### src/rtl/rpd_pkg.sv
// shared constants and types for the rank power-down controller
package rpd_pkg;

  localparam int unsigned NUM_RANKS = 4;

  // register byte offsets
  localparam logic [7:0] OFF_PD_CFG    = 8'h00;
  localparam logic [7:0] OFF_CTRL      = 8'h04;
  localparam logic [7:0] OFF_POP       = 8'h08;
  localparam logic [7:0] OFF_STATUS    = 8'h0c;
  localparam logic [7:0] OFF_EXIT_LAT  = 8'h10;

  // power-down configuration fields
  localparam int unsigned TYPE_MSB     = 15;
  localparam int unsigned TYPE_LSB     = 12;
  localparam int unsigned IDLE_MSB     = 11;
  localparam int unsigned IDLE_LSB     = 0;

  // control register bits
  localparam int unsigned CTRL_CKE_REL = 0;
  localparam int unsigned CTRL_LOCK    = 1;

  // reset values
  localparam logic [15:0] PD_CFG_RST   = 16'h0000;
  localparam logic [3:0]  POP_RST      = 4'hf;
  localparam logic [4:0]  TXP_RST      = 5'h04;
  localparam logic [4:0]  TXPDLL_RST   = 5'h14;

  typedef enum logic [3:0] {
    RPD_MODE_NONE      = 4'h0,
    RPD_MODE_ACTIVE    = 4'h1,
    RPD_MODE_PRECHARGE = 4'h2,
    RPD_MODE_DLL_OFF   = 4'h6
  } rpd_mode_t;

  typedef enum logic [1:0] {
    RPD_ST_UP    = 2'b00,
    RPD_ST_PREP  = 2'b01,
    RPD_ST_DOWN  = 2'b10,
    RPD_ST_EXIT  = 2'b11
  } rpd_state_t;

endpackage

### src/rtl/rpd_if.sv
// per-rank shared signals between the top and a rank engine
`timescale 1ns/1ps
interface rpd_if;
  logic                    cke_release;
  logic [3:0]              mode;
  logic [11:0]             idle_thresh;
  logic [4:0]              txp;
  logic [4:0]              txpdll;
  logic                    req;
  logic                    banks_closed;
  logic                    cke;
  logic                    ready;
  logic                    precharge_req;
  logic                    pages_lost;
  logic                    powered_down;
  modport ctl (output cke_release, mode, idle_thresh, txp, txpdll, req, banks_closed,
               input cke, ready, precharge_req, pages_lost, powered_down);
  modport eng (input cke_release, mode, idle_thresh, txp, txpdll, req, banks_closed,
               output cke, ready, precharge_req, pages_lost, powered_down);
endinterface

### src/rtl/rpd_rank.sv
// power-down engine for one rank: idle counter, entry and exit timing
`timescale 1ns/1ps
module rpd_rank (
  input  wire logic CLK,
  input  wire logic RST_N,
  rpd_if.eng        rif
);

  typedef struct packed {
    rpd_pkg::rpd_state_t st;
    logic [11:0]         idle;
    logic [4:0]          wait_cnt;
    logic                cke;
    logic                lost;
  } rpd_rank_t;

  rpd_rank_t cur;
  rpd_rank_t next_cur;

  logic pd_enabled;
  logic precharge_mode;

  assign pd_enabled     = (rif.mode == rpd_pkg::RPD_MODE_ACTIVE) ||
                          (rif.mode == rpd_pkg::RPD_MODE_PRECHARGE) ||
                          (rif.mode == rpd_pkg::RPD_MODE_DLL_OFF);
  assign precharge_mode = (rif.mode == rpd_pkg::RPD_MODE_PRECHARGE) ||
                          (rif.mode == rpd_pkg::RPD_MODE_DLL_OFF);

  always_comb begin
    next_cur = cur;
    if (!rif.cke_release) begin
      // cke held low until software releases it
      next_cur.st       = rpd_pkg::RPD_ST_UP;
      next_cur.cke      = 1'b0;
      next_cur.idle     = 12'h000;
      next_cur.wait_cnt = 5'h00;
    end else begin
      case (cur.st)
        rpd_pkg::RPD_ST_UP: begin
          next_cur.cke = 1'b1;
          if (rif.req) begin
            next_cur.idle = 12'h000;
            next_cur.lost = 1'b0;
          end else if (cur.idle != 12'hfff) begin
            next_cur.idle = cur.idle + 12'h001;
          end
          if (cur.cke && pd_enabled && !rif.req && cur.idle >= rif.idle_thresh) begin
            next_cur.st = precharge_mode ? rpd_pkg::RPD_ST_PREP : rpd_pkg::RPD_ST_DOWN;
            if (!precharge_mode) begin
              next_cur.cke = 1'b0;
            end
          end
        end
        rpd_pkg::RPD_ST_PREP: begin
          if (rif.req) begin
            next_cur.st   = rpd_pkg::RPD_ST_UP;
            next_cur.idle = 12'h000;
          end else if (rif.banks_closed) begin
            next_cur.st   = rpd_pkg::RPD_ST_DOWN;
            next_cur.cke  = 1'b0;
            next_cur.lost = 1'b1;
          end
        end
        rpd_pkg::RPD_ST_DOWN: begin
          if (rif.req || !pd_enabled) begin
            next_cur.cke      = 1'b1;
            next_cur.st       = rpd_pkg::RPD_ST_EXIT;
            // dll-off waits txpdll instead of txp before data moves, even where txp is longer
            next_cur.wait_cnt = (rif.mode == rpd_pkg::RPD_MODE_DLL_OFF) ? rif.txpdll
                                                                        : rif.txp;
          end
        end
        rpd_pkg::RPD_ST_EXIT: begin
          if (cur.wait_cnt > 5'h01) begin
            next_cur.wait_cnt = cur.wait_cnt - 5'h01;
          end else begin
            next_cur.wait_cnt = 5'h00;
            next_cur.st       = rpd_pkg::RPD_ST_UP;
            next_cur.idle     = 12'h000;
          end
        end
        default: next_cur.st = rpd_pkg::RPD_ST_UP;
      endcase
    end
  end

  always_ff @(posedge CLK or negedge RST_N) begin
    if (!RST_N) begin
      cur <= '{st: rpd_pkg::RPD_ST_UP, idle: 12'h000, wait_cnt: 5'h00, cke: 1'b0, lost: 1'b0};
    end else begin
      cur <= next_cur;
    end
  end

  assign rif.cke           = cur.cke;
  assign rif.ready         = (cur.st == rpd_pkg::RPD_ST_UP) && cur.cke;
  assign rif.precharge_req = (cur.st == rpd_pkg::RPD_ST_PREP);
  assign rif.pages_lost    = cur.lost;
  assign rif.powered_down  = (cur.st == rpd_pkg::RPD_ST_DOWN);

endmodule

### src/rtl/rpd_top.sv
// rank power-down controller top: apb registers, pad enables, rank engines
//
// Our own choices: the APB interface to the registers and the register offsets.
`timescale 1ns/1ps

////////////////////////////////////////////////////////////////////////////////
// Summary of operation
// ranks without devices get clock, cke, odt and chip select undriven.
// after reset every rank counts as populated and is driven.
// software only floats cke for ranks known to be empty.
// four independent cke outputs, one per rank.
// power-down type sits in config bits 15:12.
// twelve-bit idle threshold sits in config bits 11:0.
// modes are none, active, precharge, and precharge with dll off.
// active mode drops cke with pages open, exit waits txp.
// dll-off exit waits txpdll before first data.
// precharge mode closes all banks first, pages empty after exit.
// per-rank idle counter runs without accesses, entry only without new request.
// idle counter restarts at each new transaction for the rank.
// idle threshold counts dram clock cycles.
// software default config value is 16'h6080.
// config writes ignored once the register lock is set.
// cke driven low during power-up.
// cke stays low through reset until software sets the release bit.
// new request wakes the rank; no command until exit latency passes.
module rpd_top #(
  parameter int unsigned RANKS = rpd_pkg::NUM_RANKS
) (
  input  wire logic              CLK,
  input  wire logic              RST_N,
  input  wire logic              PSEL,
  input  wire logic              PENABLE,
  input  wire logic              PWRITE,
  input  wire logic [7:0]        PADDR,
  input  wire logic [31:0]       PWDATA,
  input  wire logic [3:0]        PSTRB,
  output logic      [31:0]       PRDATA,
  output logic                   PREADY,
  output logic                   PSLVERR,
  input  wire logic [RANKS-1:0]  RANK_REQ,
  input  wire logic [RANKS-1:0]  BANKS_CLOSED,
  output logic      [RANKS-1:0]  RANK_READY,
  output logic      [RANKS-1:0]  PRECHARGE_REQ,
  output logic      [RANKS-1:0]  PAGES_LOST,
  output logic      [RANKS-1:0]  CKE,
  output logic      [RANKS-1:0]  CKE_OE_N,
  output logic      [RANKS-1:0]  CLK_OE_N,
  output logic      [RANKS-1:0]  ODT_OE_N,
  output logic      [RANKS-1:0]  CS_OE_N
);

  typedef struct packed {
    logic [15:0]      power_down_config;
    logic             cke_release;
    logic             lock;
    logic [RANKS-1:0] populated;
    logic [4:0]       txp;
    logic [4:0]       txpdll;
    logic [31:0]      rdata;
    logic             slverr;
  } rpd_regs_t;

  rpd_regs_t r;
  rpd_regs_t next_r;

  logic             wr_access;
  logic             rd_access;
  logic [RANKS-1:0] cke_w;
  logic [RANKS-1:0] pd_w;
  logic [RANKS-1:0] ready_w;
  logic [RANKS-1:0] prech_w;
  logic [RANKS-1:0] lost_w;

  ////////////////////////////////////////////////////////////////////////////////
  // apb slave, one wait state

  assign wr_access = PSEL && PENABLE && PWRITE;
  assign rd_access = PSEL && PENABLE && !PWRITE;

  always_comb begin
    next_r        = r;
    next_r.slverr = 1'b0;
    if (wr_access) begin
      if (PADDR == rpd_pkg::OFF_PD_CFG) begin
        // lock freezes the configuration for the rest of the session
        if (!r.lock) begin
          if (PSTRB[0]) begin
            next_r.power_down_config[7:0] = PWDATA[7:0];
          end
          if (PSTRB[1]) begin
            next_r.power_down_config[15:8] = PWDATA[15:8];
          end
        end
      end else if (PADDR == rpd_pkg::OFF_CTRL) begin
        if (PSTRB[0]) begin
          // release bit only goes up; dropping cke again needs a reset
          next_r.cke_release = r.cke_release | PWDATA[rpd_pkg::CTRL_CKE_REL];
          next_r.lock        = r.lock | PWDATA[rpd_pkg::CTRL_LOCK];
        end
      end else if (PADDR == rpd_pkg::OFF_POP) begin
        if (PSTRB[0]) begin
          next_r.populated = PWDATA[RANKS-1:0];
        end
      end else if (PADDR == rpd_pkg::OFF_EXIT_LAT) begin
        if (!r.lock) begin
          if (PSTRB[0]) begin
            next_r.txp = PWDATA[4:0];
          end
          if (PSTRB[1]) begin
            next_r.txpdll = PWDATA[12:8];
          end
        end
      end else if (PADDR != rpd_pkg::OFF_STATUS) begin
        next_r.slverr = 1'b1;
      end
    end
    if (rd_access) begin
      next_r.rdata = 32'h0000_0000;
      if (PADDR == rpd_pkg::OFF_PD_CFG) begin
        next_r.rdata[15:0] = r.power_down_config;
      end else if (PADDR == rpd_pkg::OFF_CTRL) begin
        next_r.rdata[rpd_pkg::CTRL_CKE_REL] = r.cke_release;
        next_r.rdata[rpd_pkg::CTRL_LOCK]    = r.lock;
      end else if (PADDR == rpd_pkg::OFF_POP) begin
        next_r.rdata[RANKS-1:0] = r.populated;
      end else if (PADDR == rpd_pkg::OFF_STATUS) begin
        next_r.rdata[RANKS-1:0]     = cke_w;
        next_r.rdata[RANKS+7:8]     = pd_w;
        next_r.rdata[RANKS+15:16]   = ready_w;
        next_r.rdata[RANKS+23:24]   = lost_w;
      end else if (PADDR == rpd_pkg::OFF_EXIT_LAT) begin
        next_r.rdata[4:0]  = r.txp;
        next_r.rdata[12:8] = r.txpdll;
      end else begin
        next_r.slverr = 1'b1;
      end
    end
  end

  always_ff @(posedge CLK or negedge RST_N) begin
    if (!RST_N) begin
      r.power_down_config <= rpd_pkg::PD_CFG_RST;
      r.cke_release       <= 1'b0;
      r.lock              <= 1'b0;
      r.populated         <= {RANKS{1'b1}};
      r.txp               <= rpd_pkg::TXP_RST;
      r.txpdll            <= rpd_pkg::TXPDLL_RST;
      r.rdata             <= 32'h0000_0000;
      r.slverr            <= 1'b0;
    end else begin
      r <= next_r;
    end
  end

  // read data and error are registered, so the slave answers with one wait state
  logic ack;
  always_ff @(posedge CLK or negedge RST_N) begin
    if (!RST_N) begin
      ack <= 1'b0;
    end else begin
      ack <= PSEL && PENABLE && !ack;
    end
  end

  assign PREADY  = ack;
  assign PRDATA  = r.rdata;
  assign PSLVERR = ack && r.slverr;

  ////////////////////////////////////////////////////////////////////////////////
  // one engine per rank

  for (genvar g = 0; g < RANKS; g++) begin : g_rank
    rpd_if rif ();
    assign rif.cke_release  = r.cke_release;
    assign rif.mode         = r.power_down_config[rpd_pkg::TYPE_MSB:rpd_pkg::TYPE_LSB];
    assign rif.idle_thresh  = r.power_down_config[rpd_pkg::IDLE_MSB:rpd_pkg::IDLE_LSB];
    assign rif.txp          = r.txp;
    assign rif.txpdll       = r.txpdll;
    assign rif.req          = RANK_REQ[g];
    assign rif.banks_closed = BANKS_CLOSED[g];

    rpd_rank u_rank (
      .CLK   (CLK),
      .RST_N (RST_N),
      .rif   (rif)
    );

    assign cke_w[g]   = rif.cke;
    assign pd_w[g]    = rif.powered_down;
    assign ready_w[g] = rif.ready;
    assign prech_w[g] = rif.precharge_req;
    assign lost_w[g]  = rif.pages_lost;
  end

  ////////////////////////////////////////////////////////////////////////////////
  // pads: empty ranks are released, others driven

  assign CKE           = cke_w;
  assign RANK_READY    = ready_w;
  assign PRECHARGE_REQ = prech_w;
  assign PAGES_LOST    = lost_w;
  assign CKE_OE_N      = ~r.populated;
  assign CLK_OE_N      = ~r.populated;
  assign ODT_OE_N      = ~r.populated;
  assign CS_OE_N       = ~r.populated;

endmodule

### config.mk
export PLATFORM = sky130hd
export DESIGN_NAME = rpd_top
export DESIGN_NICKNAME = d
export VERILOG_FILES = /design/src/rtl/rpd_pkg.sv /design/src/rtl/rpd_if.sv /design/src/rtl/rpd_rank.sv /design/src/rtl/rpd_top.sv
export SDC_FILE = /design/constraint.sdc
export NUM_CORES = 1
export LEC_CHECK = 0
export ABC_CLOCK_PERIOD_IN_PS = 2400
export BUFFER_PORTS_ARGS = -buffer_cell sky130_fd_sc_hd__buf_2
export CORE_MARGIN = 4
export CORE_UTILIZATION = 50
export CTS_CLUSTER_DIAMETER = 60
export DETAILED_ROUTE_END_ITERATION = 8
export PLACE_DENSITY = 0.68
export REMOVE_ABC_BUFFERS = 1
export SKIP_LAST_GASP = 1
export SLEW_MARGIN = 20
export SYNTH_ARGS = -nofsm -noshare
export SYNTH_HDL_FRONTEND = slang
export SYNTH_HIERARCHICAL = 1
export SYNTH_SLANG_ARGS = --single-unit
### constraint.sdc
create_clock -name CLK -period 2.4 [get_ports CLK]
set_input_delay 0.24 -clock CLK [delete_from_list [all_inputs] [get_ports CLK]]
set_output_delay 0.24 -clock CLK [all_outputs]
set_load 0.05 [all_outputs]
== Yosys cells after proc, flatten, opt, wreduce, memory -nomap -nowiden ==
Index checks and enable logic that the tools add are counted.

* Bits in registers: 142
* Bits of input ports: 57
* Output and inout bits: 66
* Word-level logic and storage cells: 322

* $add $sub $neg: 8
* Magnitude comparators: 8
* Equal/unequal tests: 80
* Mux-type cells: 119
* Bitwise gates (word level): 7
* Reductions and logical operators: 70

{| class="wikitable"
|+ Operators by type and width
! operator !! number
|-
| $mux W12 || 12
|-
| $pmux W12 S3 || 4
|-
| $mux W20 || 4
|-
| $reduce_and A4 Y1 || 15
|-
| $mux W14 || 4
|-
| $mux W5 || 11
|-
| $mux W2 || 26
|-
| $add A12 B1 Y12 const B || 4
|-
| $ge A12 B12 Y1 || 4
|-
| $ne A12 B12 Y1 const B || 4
|-
| $ne A3 B3 Y1 const B || 16
|-
| $mux W4 || 11
|-
| $pmux W5 S2 || 4
|-
| $ne A4 B1 Y1 const B || 8
|-
| $pmux W2 S4 || 4
|-
| $reduce_and A5 Y1 || 5
|-
| $mux W1 || 24
|-
| $mux W6 || 4
|-
| $ne A2 B2 Y1 const B || 12
|-
| $ne A3 B2 Y1 const B || 8
|-
| $logic_and A1 B1 Y1 || 21
|-
| $gt A5 B1 Y1 const B || 4
|-
| $sub A5 B1 Y5 const B || 4
|-
| $eq A2 B2 Y1 const B || 8
|-
| other kinds (24) || 71
|}

== Depth between registers and ports, before layout ==
Gate-level depths: netlist (run 1).

* Word-level depth: 13
* Gate-level depth with buffers: 9
* Depth with buffers taken out: 8

== Hierarchy ==
The synthesis (run 1) kept the hierarchy.

{| class="wikitable"
|+ By module, submodules not included
! module !! instances !! cells an instance !! area an instance (um2) !! seq. area each (um2)
|-
| rpd_rank at g_rank[0].u_rank ... || 3 || 210 || 1712.9 || 525.5
|-
| rpd_top || 1 || 259 || 2975.4 || 1460.2
|-
| rpd_rank at g_rank[3].u_rank || 1 || 211 || 1764.2 || 525.5
|}

== Least setup slack after synthesis (run 1) ==
OpenSTA, ideal clock, no wires.

* Kind: flip-flop to flip-flop
* Start point: register g_rank[0].u_rank/cur[7] (netlist bit)
* End point: register g_rank[0].u_rank/cur[15] (netlist bit)
* Library setup time: 0.110 ns
* Data arrival time: 1.966 ns
* Setup slack: 0.323 ns
* Cell stages (with the launch flop): 9
* Path buffers: 1
* Period minus slack after synthesis: 2.077 ns
* Cells stage by stage: dfrtp_1 > ha_1 > nand3_1 > nor4_1 > a211oi_4 > nor2b_1 > buf_2 > o21ai_1 > o41ai_1

* Cells in the longest elaborated chain, start to end: 5

{| class="wikitable"
|+ RTL lines
! element !! RTL line !! source
|-
| start, declared || rpd_rank.sv:17 || <nowiki>rpd_rank_t cur;</nowiki>
|-
| start signal, assigned || rpd_rank.sv:89 || <nowiki>cur <= '{st: rpd_pkg::RPD_ST_UP, idle: 12'h000, wait_cnt: 5'h00, cke: 1'b0, lost: 1'b0};</nowiki>
|-
| start signal, assigned || rpd_rank.sv:91 || <nowiki>cur <= next_cur;</nowiki>
|-
| $add A12 B1 Y12 || rpd_rank.sv:45 || <nowiki>next_cur.idle = cur.idle + 12'h001;</nowiki>
|-
| $mux W12 || rpd_rank.sv:44 || <nowiki>end else if (cur.idle != 12'hfff) begin</nowiki>
|-
| $mux W12 || rpd_rank.sv:41 || <nowiki>if (rif.req) begin</nowiki>
|-
| $pmux W12 S3 || rpd_rank.sv:38 || <nowiki>case (cur.st)</nowiki>
|-
| $mux W20 || rpd_rank.sv:31 || <nowiki>if (!rif.cke_release) begin</nowiki>
|}

Several ways; a longest one is shown, not always the timed one. The select of a mux whose other input is x is not followed.
A chain may end at the register's enable or synchronous reset.

== Final worst setup path (run 1) ==
* Start point: register r (netlist bit g_rank[0].rif.idle_thresh[2])
* End point: register g_rank[0].u_rank/cur[19] (netlist bit)

* Cells in the longest elaborated chain, start to end: 4

{| class="wikitable"
|+ RTL lines
! element !! RTL line !! source
|-
| start, declared || rpd_top.sv:63 || <nowiki>rpd_regs_t r;</nowiki>
|-
| start signal, assigned || rpd_top.sv:151 || <nowiki>r <= next_r;</nowiki>
|-
| $ge A12 B12 Y1 || rpd_rank.sv:47 || <nowiki>if (cur.cke && pd_enabled && !rif.req && cur.idle >= rif.idle_thresh) begin</nowiki>
|-
| $logic_and A1 B1 Y1 || rpd_rank.sv:47 ||
|-
| $ne A3 B2 Y1 (no source line) || - ||
|-
| $reduce_and A4 Y1 (no source line) || - ||
|}

Every way passes these cells.

==> reports/qor.txt, run 1 <==
Outcome - finished clean
Clk_skew - 0.0131 ns
Core Box Area - 19500 µm²
First drt pass iteration count - 5
Worst-Margin Slew - 0.681 ns
Peak VDD IR - 0.413 mV
Clock power frac - 0.537
EDFF count, synth - 0
Count of different cell masters after synthesis - 64
Max Fclk - 0.436 GHz
Post-DP HPWL - 19000 µm
Seq/Total Area, Yosys - 0.361
CTS max path bufs - 2
Pwr/cell area - 517 nW/µm²
Startpoint Class - register
Reg power frac - 0.417
Min-Delay Path Class - input pin to register
Initial core utilization - 0.508
Die ar. - 22100 µm²
Asr flop ratio synth - 1.00
Max-slew violation count - 0
Row count - 51
Net Sw Frac - 0.216
Area growth, synth to finish - 13.7%
Final nets - 1312
First-pass GRT wire length - 42900 µm
Critical path arrival - 2.64 ns
Period utilisation layout - 0.955
Prevailing post-synth register cell - dfrtp_1
RePlAce Congestion - 0.845
Die width - 149 µm
Rel. slew slack - 0.546
Synthesized instance count - 1100
1st-iter DRT viols - 733
Pin count of the biggest net entering global routing - 68
CP endpoint kind - register
Most frequent cells in the layout - dfrtp_1, inv_1, buf_2, nand2_1, ha_1
Via density - 5.87
Port Buffers - 96
Max Cap Violations - 0
# clock sinks - 142
Total Power - 5.81 mW
Flops & latches, synth - 142
Vias post-DR - 8550
Switching pwr - 1.25 mW
Setup CP Type - register to register
Leakage Power - 5.30 nW
Total Wirelength - 26600 µm
Gr ovfl total - 0
Post-DRT Antenna Nets - 0
Final Hold Violating Endpoints - 0
Final count of negative-setup-slack endpoints - 0
CP Max Fanout - 5
Post-DR wirelength/cell - 18.2 µm
Total Routing Usage GR - 0.244
Worst hold path cell count - 2
Mean area per synthesized cell - 8.98 µm²
Area share of the largest cell type after synthesis - 0.342
FF-to-FF path depth - 9
Yosys top cell by area - dfrtp_1
Antenna fix cells - 0
Tmin final - 2.29 ns
H-tree levels - 4
Clk pin slew, worst setup/hold paths - 0.06 ns
Clock Tree Root - clkbuf_16
CTS tree - built
Layout cell share with drive strength beyond 1 - 0.208
Placed Area - 10500 µm²
Initial antenna violation count - 1
Int Pwr - 4.55 mW
Required @ worst endpoint - 2.75 ns
Die height - 149 µm
Synth top area cells - dfrtp_1, ha_1, buf_4
Final instance area - 11200 µm²
Hold WS - 0.0444 ns
Num ports - 123
Clock Latency Late Sink - 0.43 ns
Commonest non-fill, non-tap cell in the layout - dfrtp_1
Warning count from the yosys run - 6
Post-Syn Area - 9880 µm²
Vias in the first global route - 8411
# DRC - 0
Post-CTS setup buffers - 0
TritonCTS buffer count - 17
Combinational fraction of design power - 0.046
==> critical path, stage by stage (launching register included) <==
cell,delay (ns)
dfrtp_2,0.46
buf_4,0.15
inv_1,0.04
ha_1,0.31
a211oi_1,0.25
o21ai_0,0.13
a211oi_1,0.26
o21ai_1,0.13
o21ai_1,0.26
mux2i_1,0.23
==> per-layer routing <==
metal,part of all wire,routed length (µm),up-vias,track usage
met3,0.068,1800,40,0.0445
met5,0,0,-,0
met2,0.46,12100,306,0.390
met1,0.46,12100,4149,0.337
li1,-,-,4055,-
met4,0.020,542,0,0.0794
==> state kept, by name (all words and copies together), names as in the netlist <==
register,flops
g_rank.rif.cke_release,1
g_rank.u_rank/rif.cke,4
PREADY,1
g_rank.rif.mode,4
g_rank.rif.idle_thresh,12
g_rank.rif.txpdll,5
PRDATA,24
g_rank.rif.txp,5
g_rank.u_rank/rif.pages_lost,4
g_rank.u_rank/cur,76
r,6
==> cell type report <==
cell class | instances | area, µm²
fill | 1702 | 8230
multi-input combinational | 778 | 5420
sequential | 142 | 3570
timing repair buffer | 145 | 870
clock buffer | 20 | 447
inverter | 95 | 357
tap | 265 | 332
clock inverter | 12 | 240
==> synth_stat cells (all sizes together) (3+ instances only) <==
cell / n
a41oi: 4
o221ai: 8
clkbuf: 21
and3: 15
or3b: 4
nor2: 72
a31oi: 7
or3: 14
ha: 76
o41ai: 6
o211ai: 11
buf: 71
dfrtp: 135
mux2: 30
nor3: 19
dfstp: 7
nand3b: 3
a22o: 14
o211a: 8
nor3b: 11
a22oi: 22
o32ai: 8
nor2b: 23
nor4: 9
mux2i: 30
inv: 95
nand2b: 14
a32o: 3
a21oi: 16
o22ai: 6
a21boi: 3
and2: 13
a211oi: 21
nand4: 12
o21ai: 125
o31ai: 16
o21a: 8
nand3: 33
o21ba: 4
nand2: 91
==> kinds of logic (layout without fill, tap and decap cells) <==
family	count (synthesis)	in the layout	share of synthesized area
buf+inv	187	272	0.0954
other cells	1	8	0.000380
flops	142	142	0.361
simple gates	338	338	0.177
compound gates	296	296	0.206
fa+ha+maj	76	76	0.0963
mux	60	60	0.0646
==> metrics by stage <==
stage	instances	setup slack, ns	util	setup TNS [ns]
after floorplan	1015	-0.0182	-	-0.0545
after global placement	1424	0.0784	0.540	0
after detailed placement	1424	0.00268	0.540	0
after CTS	1457	0.0439	0.576	0
after global routing	1457	-0.0376	0.577	-0.0577
final	1457	0.107	0.577	0
==> path summary, 6_finish.rpt <==
| path | startpoint | endpoint | slack, ns |
|---|---|---|---|
| max | g_rank[0].rif.idle_thresh[2] | g_rank[0].u_rank/cur[19] | 0.11 |
| max in group asynchronous | RST_N | PRDATA[18] | 1.29 |
| min | PWDATA[7] | g_rank[0].rif.idle_thresh[7] | 0.04 |
| min reg2reg | PREADY | PREADY | 0.45 |
| min in group asynchronous | RST_N | g_rank[3].u_rank/cur[18] | 0.39 |
| max reg2reg | g_rank[0].rif.idle_thresh[2] | g_rank[0].u_rank/cur[19] | 0.11 |
==> power by group through the flow <==
| stage | clock, mW | combinational (mW) | sequential [mW] |
|---|---|---|---|
| 6_report | 3.12 | 0.268 | 2.42 |
| 3_5_place_dp | 0 | 0.265 | 2.46 |
| 3_3_place_gp | 0 | 0.262 | 2.46 |
| 4_1_cts | 3.16 | 0.268 | 2.42 |
| 2_1_floorplan | 0 | 0.106 | 2.46 |
| 5_1_grt | 3.27 | 0.297 | 2.42 |
==> repair_timing <==
| item | CTS | global route |
|---|---|---|
| hold buffers | 1 | 0 |
| endpoints found under the setup margin | 3 | 7 |
| gates resized for setup | 1 | 10 |
| pin swaps | 0 | 2 |
| endpoints found under the hold margin | 59 | 0 |
Note: power is estimated with default switching activity, not from simulation.
==> inputs of run 2 (changes only) <==
Settings changed: ABC_AREA set to 1.
==> run 2 against run 1 <==
Final area rose by 3.8%. Cell count is 26% higher. Combinational power grew 49%. Utilization down 2.3 points. Total power fell by 0.94%. Maximum frequency is 12% higher. Sequential cell count stayed put. Highest routed layer unchanged. Non-clock buffer count is 37 lower. Register-to-register slack better by 0.25 ns. Global-route usage about the same. Worst setup slack gained 0.25 ns. Via count increased by 14%.
==> reports/qor.txt, run 2 <==
Outcome - finished clean (unchanged)
Final Hold Violating Endpoints - 0 (unchanged)
Antenna fix cells - 0 (unchanged)
Final TNS setup - 0 ns (unchanged)
Period utilisation layout - 0.852 (was 0.955)
CP Max Fanout - 6 (was 5)
Post-DP HPWL - 20800 µm (was 19000 µm)
Pwr/cell area - 494 nW/µm² (was 517 nW/µm²)
1st-iter DRT viols - 890 (was 733)
Warning count from the yosys run - 6 (unchanged)
Post-Syn Area - 10700 µm² (was 9880 µm²)
Setup CP Type - register to register (unchanged)
Most frequent cells in the layout - nand2_1, inv_1, nor2_1, dfrtp_1, nand3_1 (was dfrtp_1, inv_1, buf_2, nand2_1, ha_1)
Final count of negative-setup-slack endpoints - 0 (unchanged)
TritonCTS buffer count - 17 (unchanged)
Mean area per synthesized cell - 7.11 µm² (was 8.98 µm²)
Count of different cell masters after synthesis - 41 (was 64)
Prevailing post-synth register cell - dfrtp_1 (unchanged)
CP endpoint kind - register (unchanged)
EDFF count, synth - 0 (unchanged)
Initial antenna violation count - 0 (was 1)
Placed Area - 11000 µm² (was 10500 µm²)
Clk pin slew, worst setup/hold paths - 0.07 ns (was 0.06 ns)
Final instance area - 11700 µm² (was 11200 µm²)
Port Buffers - 96 (unchanged)
Core Box Area - 21000 µm² (was 19500 µm²)
Post-CTS setup buffers - 0 (unchanged)
Min-Delay Path Class - input pin to register (unchanged)
Critical path arrival - 2.37 ns (was 2.64 ns)
Count leader, synth - nand2_1 (was dfrtp_1)
Die width - 154 µm (was 149 µm)
First-pass GRT wire length - 46600 µm (was 42900 µm)
Multi-input combinational cell area - 5690 µm² (was 5420 µm²)
Startpoint Class - register (unchanged)
CTS max path bufs - 2 (unchanged)
Peak VDD IR - 0.456 mV (was 0.413 mV)
Required @ worst endpoint - 2.73 ns (was 2.75 ns)
H-tree levels - 4 (unchanged)
# DRC - 0 (unchanged)
Vias in the first global route - 9100 (was 8411)
Layout cell share with drive strength beyond 1 - 0.153 (was 0.208)
Area growth, synth to finish - 9.09% (was 13.7%)
Top post-synthesis cells by count - nand2_1, inv_1, nor2_1, dfrtp_1, nand3_1 (was dfrtp_1, inv_1, nand2_1, ha_1, o21ai_0)
Tmin final - 2.04 ns (was 2.29 ns)
Most flop-heavy register - g_rank.u_rank/cur (unchanged)
Pin count of the biggest net entering global routing - 64 (was 68)
Flops & latches, synth - 142 (unchanged)
RePlAce Congestion - 0.928 (was 0.845)
Worst-Margin Slew - 0.640 ns (was 0.681 ns)
Gr ovfl total - 0 (unchanged)
Vias post-DR - 9752 (was 8550)
Initial core utilization - 0.508 (about the same)
Max-slew violation count - 0 (unchanged)
# clock sinks - 142 (unchanged)
Area share of the largest cell type after synthesis - 0.316 (was 0.342)
Final nets - 1686 (was 1312)
CTS tree - built (unchanged)
Clock Tree Root - clkbuf_16 (unchanged)
Unrepaired setup endpoints after global routing - false
Filler cell count - 1999 (was 1702)
Yosys top cell by area - dfrtp_1 (unchanged)
Total Routing Usage GR - 0.244 (about the same)
Clock Latency Late Sink - 0.43 ns (about the same)
Asr flop ratio synth - 1.00 (unchanged)
Rel. slew slack - 0.573 (was 0.546)
Post-DR wirelength/cell - 15.5 µm (was 18.2 µm)
First drt pass iteration count - 6 (was 5)
Num ports - 123 (unchanged)
Via density - 5.30 (was 5.87)
FF/Latch Area - 3560 µm² (was 3570 µm²)
Row count - 53 (was 51)
Clk_skew - 0.0118 ns (was 0.0131 ns)
Post-DRT Antenna Nets - 0 (unchanged)
Max reg flops - 76 (unchanged)
Synth top area cells - dfrtp_1, nand2_1, ha_1 (was dfrtp_1, ha_1, buf_4)
Synthesized instance count - 1503 (was 1100)
Max Fclk - 0.489 GHz (was 0.436 GHz)
Die height - 154 µm (was 149 µm)
Die ar. - 23800 µm² (was 22100 µm²)
Leakage Power - 6.01 nW (was 5.30 nW)
Seq/Total Area, Yosys - 0.333 (was 0.361)
Commonest non-fill, non-tap cell in the layout - nand2_1 (was dfrtp_1)
Max Cap Violations - 0 (unchanged)
Total Wirelength - 28600 µm (was 26600 µm)
==> run 2: cell count changes after synthesis, moves of 18 or more <==
cell,change
mux2i_1,-30
o21ai_1,-19
nor2b_1,-22
a22oi_1,-22
nor2_1,+83
inv_1,+107
clkbuf_1,-18
nand2_1,+326
a21oi_1,+31
mux2_2,-30
nand3_1,+63
==> run 2: layer usage <==
metal,part of all wire,up-vias,GRT usage,wire [µm]
met5,0,-,0,0
met4,0.021,0,0.0736,615
met3,0.087,44,0.0529,2480
met2,0.43,400,0.373,12400
met1,0.46,4485,0.348,13100
li1,-,4823,-,-
==> run 2: worst paths after layout <==
check                                            to  depth (start not counted)                          start  slack [ns]
max in group asynchronous  g_rank[1].u_rank/cur[18]                          3                          RST_N        1.30
min in group asynchronous  g_rank[0].u_rank/cur[12]                          2                          RST_N        0.37
min reg2reg                                  PREADY                          1                         PREADY        0.47
max                        g_rank[0].u_rank/cur[20]                         13  g_rank[0].rif.idle_thresh[11]        0.36
min                                           r[43]                          3                      PWDATA[0]        0.04
max reg2reg                g_rank[0].u_rank/cur[20]                         13  g_rank[0].rif.idle_thresh[11]        0.36
==> run 2: stage by stage <==
stage	setup WS, ns	hold WS [ns]	cells	total power [mW]	utilization
detailed placement	0.402	0.281	1808	2.90	0.524
CTS	0.383	0.0295	1841	5.80	0.554
floorplan	0.312	-0.0556	1426	2.70	-
finish	0.356	0.0386	1841	5.75	0.554
global placement	0.447	0.277	1808	2.89	0.524
global route	0.142	0.0496	1841	5.95	0.554
==> run 2: cell families (layout without fill, tap and decap cells) <==
| family | after synthesis | in the layout | synth area share |
|---|---|---|---|
| AOI/OAI and AO/OA | 201 | 201 | 0.106 |
| xor gates and xnor gates | 23 | 23 | 0.0189 |
| adders and majority gates | 76 | 76 | 0.0890 |
| buffers and inverters | 301 | 357 | 0.137 |
| DFF | 142 | 142 | 0.333 |
| other | 1 | 8 | 0.000351 |
| and+or+nand+nor | 759 | 759 | 0.316 |
==> run 2: worst max-delay path, cell delays in order (launching register included) <==
cell and delay [ns]:
dfrtp_1 0.62, inv_1 0.09, ha_1 0.31, nand2_1 0.07, nor2_1 0.17, nand2_1 0.11
nor2_1 0.09, nand2_1 0.06, nand2_1 0.07, nand2_1 0.06, nand2_1 0.11, nand2_1 0.08
nand2_1 0.06, nand2_1 0.04
==> run 2: report_power, final <==
| part | total (mW) | switching [mW] | internal, mW |
|---|---|---|---|
| logic | 0.400 | 0.308 | 0.0920 |
| registers | 2.45 | 0.0301 | 2.42 |
| clock network | 2.90 | 1.15 | 1.76 |
| total | 5.75 | 1.48 | 4.27 |
==> run 2: area by class of cell <==
cell class / instances / area share
multi-input combinational: 1067 / 0.488
sequential: 142 / 0.306
timing repair buffer: 108 / 0.0518
clock buffer: 17 / 0.0365
inverter: 217 / 0.0702
clock inverter: 15 / 0.0179
tap: 275 / 0.0295
==> run 2: what timing repair did <==
action                    in CTS  in global routing
hold endpoints to repair      54                  0
resized for setup              0                  0
hold buffers                   1                  0
==> inputs of run 3 (changes only) <==
Settings changed: CAP_MARGIN set to 30, CORE_ASPECT_RATIO set to 2.
==> run 3 against run 2 <==
Combinational power is 2% lower. Critical path type unchanged. Total power shrank 1.4%. Clock skew is 0.0045 ns lower. Clock-buffer cell count rose by 5. First-iteration DRC count is 32% lower. Sequential share of layout area hardly changed. Die area up 0.60%. Register-to-register slack got worse by 0.06 ns. Sequential power about the same. Critical path depth down 4. Clock power shrank 3%. Largest cell class unchanged.
==> reports/qor.txt, run 3 (same netlist as run 2, synthesis figures left out) <==
Placed insts - 1803 (was 1808)
Setup CP Type - register to register (unchanged)
Commonest non-fill, non-tap cell in the layout - nand2_1 (unchanged)
Initial antenna violation count - 0 (unchanged)
Final count of negative-setup-slack endpoints - 0 (unchanged)
Max Fclk - 0.475 GHz (was 0.489 GHz)
Final Instance Count excl. Fillers - 1836 (was 1841)
Vias in the first global route - 9451 (was 9100)
Unrepaired setup endpoints after global routing - false (unchanged)
Antenna fix cells - 0 (unchanged)
Area growth, synth to finish - 9.06% (was 9.09%)
First-pass GRT wire length - 47800 µm (was 46600 µm)
Final TNS setup - 0 ns (unchanged)
Gr ovfl total - 0 (unchanged)
Slowest CP cell - dfrtp_1 (unchanged)
Startpoint Class - register (unchanged)
Final nets - 1687 (was 1686)
Clock Latency Late Sink - 0.44 ns (was 0.43 ns)
Post-DP HPWL - 22900 µm (was 20800 µm)
Clk_skew - 0.00732 ns (was 0.0118 ns)
Total Wirelength - 30100 µm (was 28600 µm)
CTS max path bufs - 2 (unchanged)
Outcome - finished clean (unchanged)
# DRC - 0 (unchanged)
H-tree levels - 4 (unchanged)
Total Routing Usage GR - 0.253 (was 0.244)
RePlAce Congestion - 0.916 (was 0.928)
Vias post-DR - 9756 (was 9752)
CP Max Fanout - 19 (was 6)
Rel. slew slack - 0.579 (was 0.573)
TritonCTS buffer count - 17 (unchanged)
Pwr/cell area - 487 nW/µm² (was 494 nW/µm²)
Die width - 111 µm (was 154 µm)
Tmin final - 2.11 ns (was 2.04 ns)
CTS resizes - 0 (unchanged)
Die ar. - 23900 µm² (was 23800 µm²)
Critical path arrival - 2.44 ns (was 2.37 ns)
Peak VDD IR - 0.390 mV (was 0.456 mV)
Worst-Margin Slew - 0.630 ns (was 0.640 ns)
Required @ worst endpoint - 2.73 ns (about the same)
# clock sinks - 142 (unchanged)
Max-slew violation count - 0 (unchanged)
CP endpoint kind - register (unchanged)
CP delay by family, top - simple AND/OR/NAND/NOR gates (unchanged)
Leakage Power - 6.02 nW (was 6.01 nW)
Max incr delay on CP - 0.42 ns (was 0.62 ns)
Core Box Area - 21000 µm² (about the same)
Cell Chain, Critical Path - inv_1 > ha_1 > a21oi_1 > o21ai_0 > nand2_2 > nor2_4 > nand2_1 > nand2_1 > nor2_1 (was inv_1 > ha_1 > nand2_1 > nor2_1 > nand2_1 > nor2_1 > nand2_1 > nand2_1 > nand2_1 > nand2_1 > nand2_1 > nand2_1 > nand2_1)
Row count - 75 (was 53)
Post-DRT Antenna Nets - 0 (unchanged)
Max reg flops - 76 (unchanged)
Period utilisation layout - 0.877 (was 0.852)
Final Hold Violating Endpoints - 0 (unchanged)
Pin count of the biggest net entering global routing - 53 (was 64)
Min-Delay Path Class - input pin to register (unchanged)
Layout cell share with drive strength beyond 1 - 0.153 (about the same)
1st-iter DRT viols - 601 (was 890)
CP Buf/Inv Count - 1 (unchanged)
Total Power - 5.67 mW (was 5.75 mW)
Post-DR wirelength/cell - 16.4 µm (was 15.5 µm)
CTS tree - built (unchanged)
Most frequent CP cell - nand2_1 (unchanged)
Die height - 215 µm (was 154 µm)
Clock Tree Root - clkbuf_16 (unchanged)
Num ports - 123 (unchanged)
Port Buffers - 96 (unchanged)
Max Cap Violations - 0 (unchanged)
First drt pass iteration count - 5 (was 6)
Clk pin slew, worst setup/hold paths - 0.06 ns (was 0.07 ns)
Initial core utilization - 0.508 (about the same)
Most frequent cells in the layout - nand2_1, inv_1, nor2_1, dfrtp_1, nand3_1 (unchanged)
Most flop-heavy register - g_rank.u_rank/cur (unchanged)
Via density - 5.31 (was 5.30)
## run 3: cell types whose count changed in the layout (fill, tap and decap cells not counted), moves of 2 or more
| cell | delta |
|---|---|
| clkbuf_8 | +4 |
| clkinv_2 | +3 |
| clkinvlp_4 | -2 |
| inv_6 | -4 |
## run 3: power breakdown
part	switching (mW)	internal (mW)	leakage [nW]
logic	0.302	0.0907	3.79
clock network	1.08	1.74	0.306
registers	0.0303	2.42	1.93
total	1.42	4.25	6.02
## run 3: per-layer routing
metal	vias to the layer above	part of all wire	global-route usage
li1	4815	-	-
met2	318	0.54	0.473
met5	-	0	0
met1	4544	0.37	0.273
met4	0	0.047	0.126
met3	79	0.045	0.0372
## run 3: stage by stage
step                      area, µm²  utilization  worst slack, ns  hold WS [ns]
after global placement        11000        0.524            0.406         0.237
final                         11700        0.554            0.294        0.0392
after global routing          11700        0.554            0.115        0.0427
after detailed placement      11000        0.524            0.334         0.243
after CTS                     11700        0.554            0.313        0.0184
after floorplan               10100            -            0.312       -0.0556
## run 3: path summary, 6_finish.rpt
path,from,endpoint,slack [ns],cells after the start
max,g_rank[3].u_rank/cur[20],g_rank[3].u_rank/cur[9],0.29,9
min,PWDATA[1],r[44],0.04,3
max reg2reg,g_rank[3].u_rank/cur[20],g_rank[3].u_rank/cur[9],0.29,9
min reg2reg,PREADY,PREADY,0.45,1
max in group asynchronous,RST_N,r[45],1.35,3
min in group asynchronous,RST_N,PRDATA[16],0.33,2
## run 3: final cells by class
cell class	count	area (µm²)
Timing Repair Buffer	109	624
Sequential cell	142	3560
Fill cell	2060	9370
Tap cell	269	337
Clock buffer	22	484
Inverter	217	818
Multi-Input combinational cell	1067	5690
Clock inverter	10	135
## run 3: worst min-delay path, cell delays in order
cell     delay, ns
buf_2         0.11
nand2_1       0.05
o21ai_0       0.06
## run 3: timing repair
item	in CTS	in global routing
buffers inserted	0	0
endpoints found under the hold margin	47	0
hold buffers	1	0
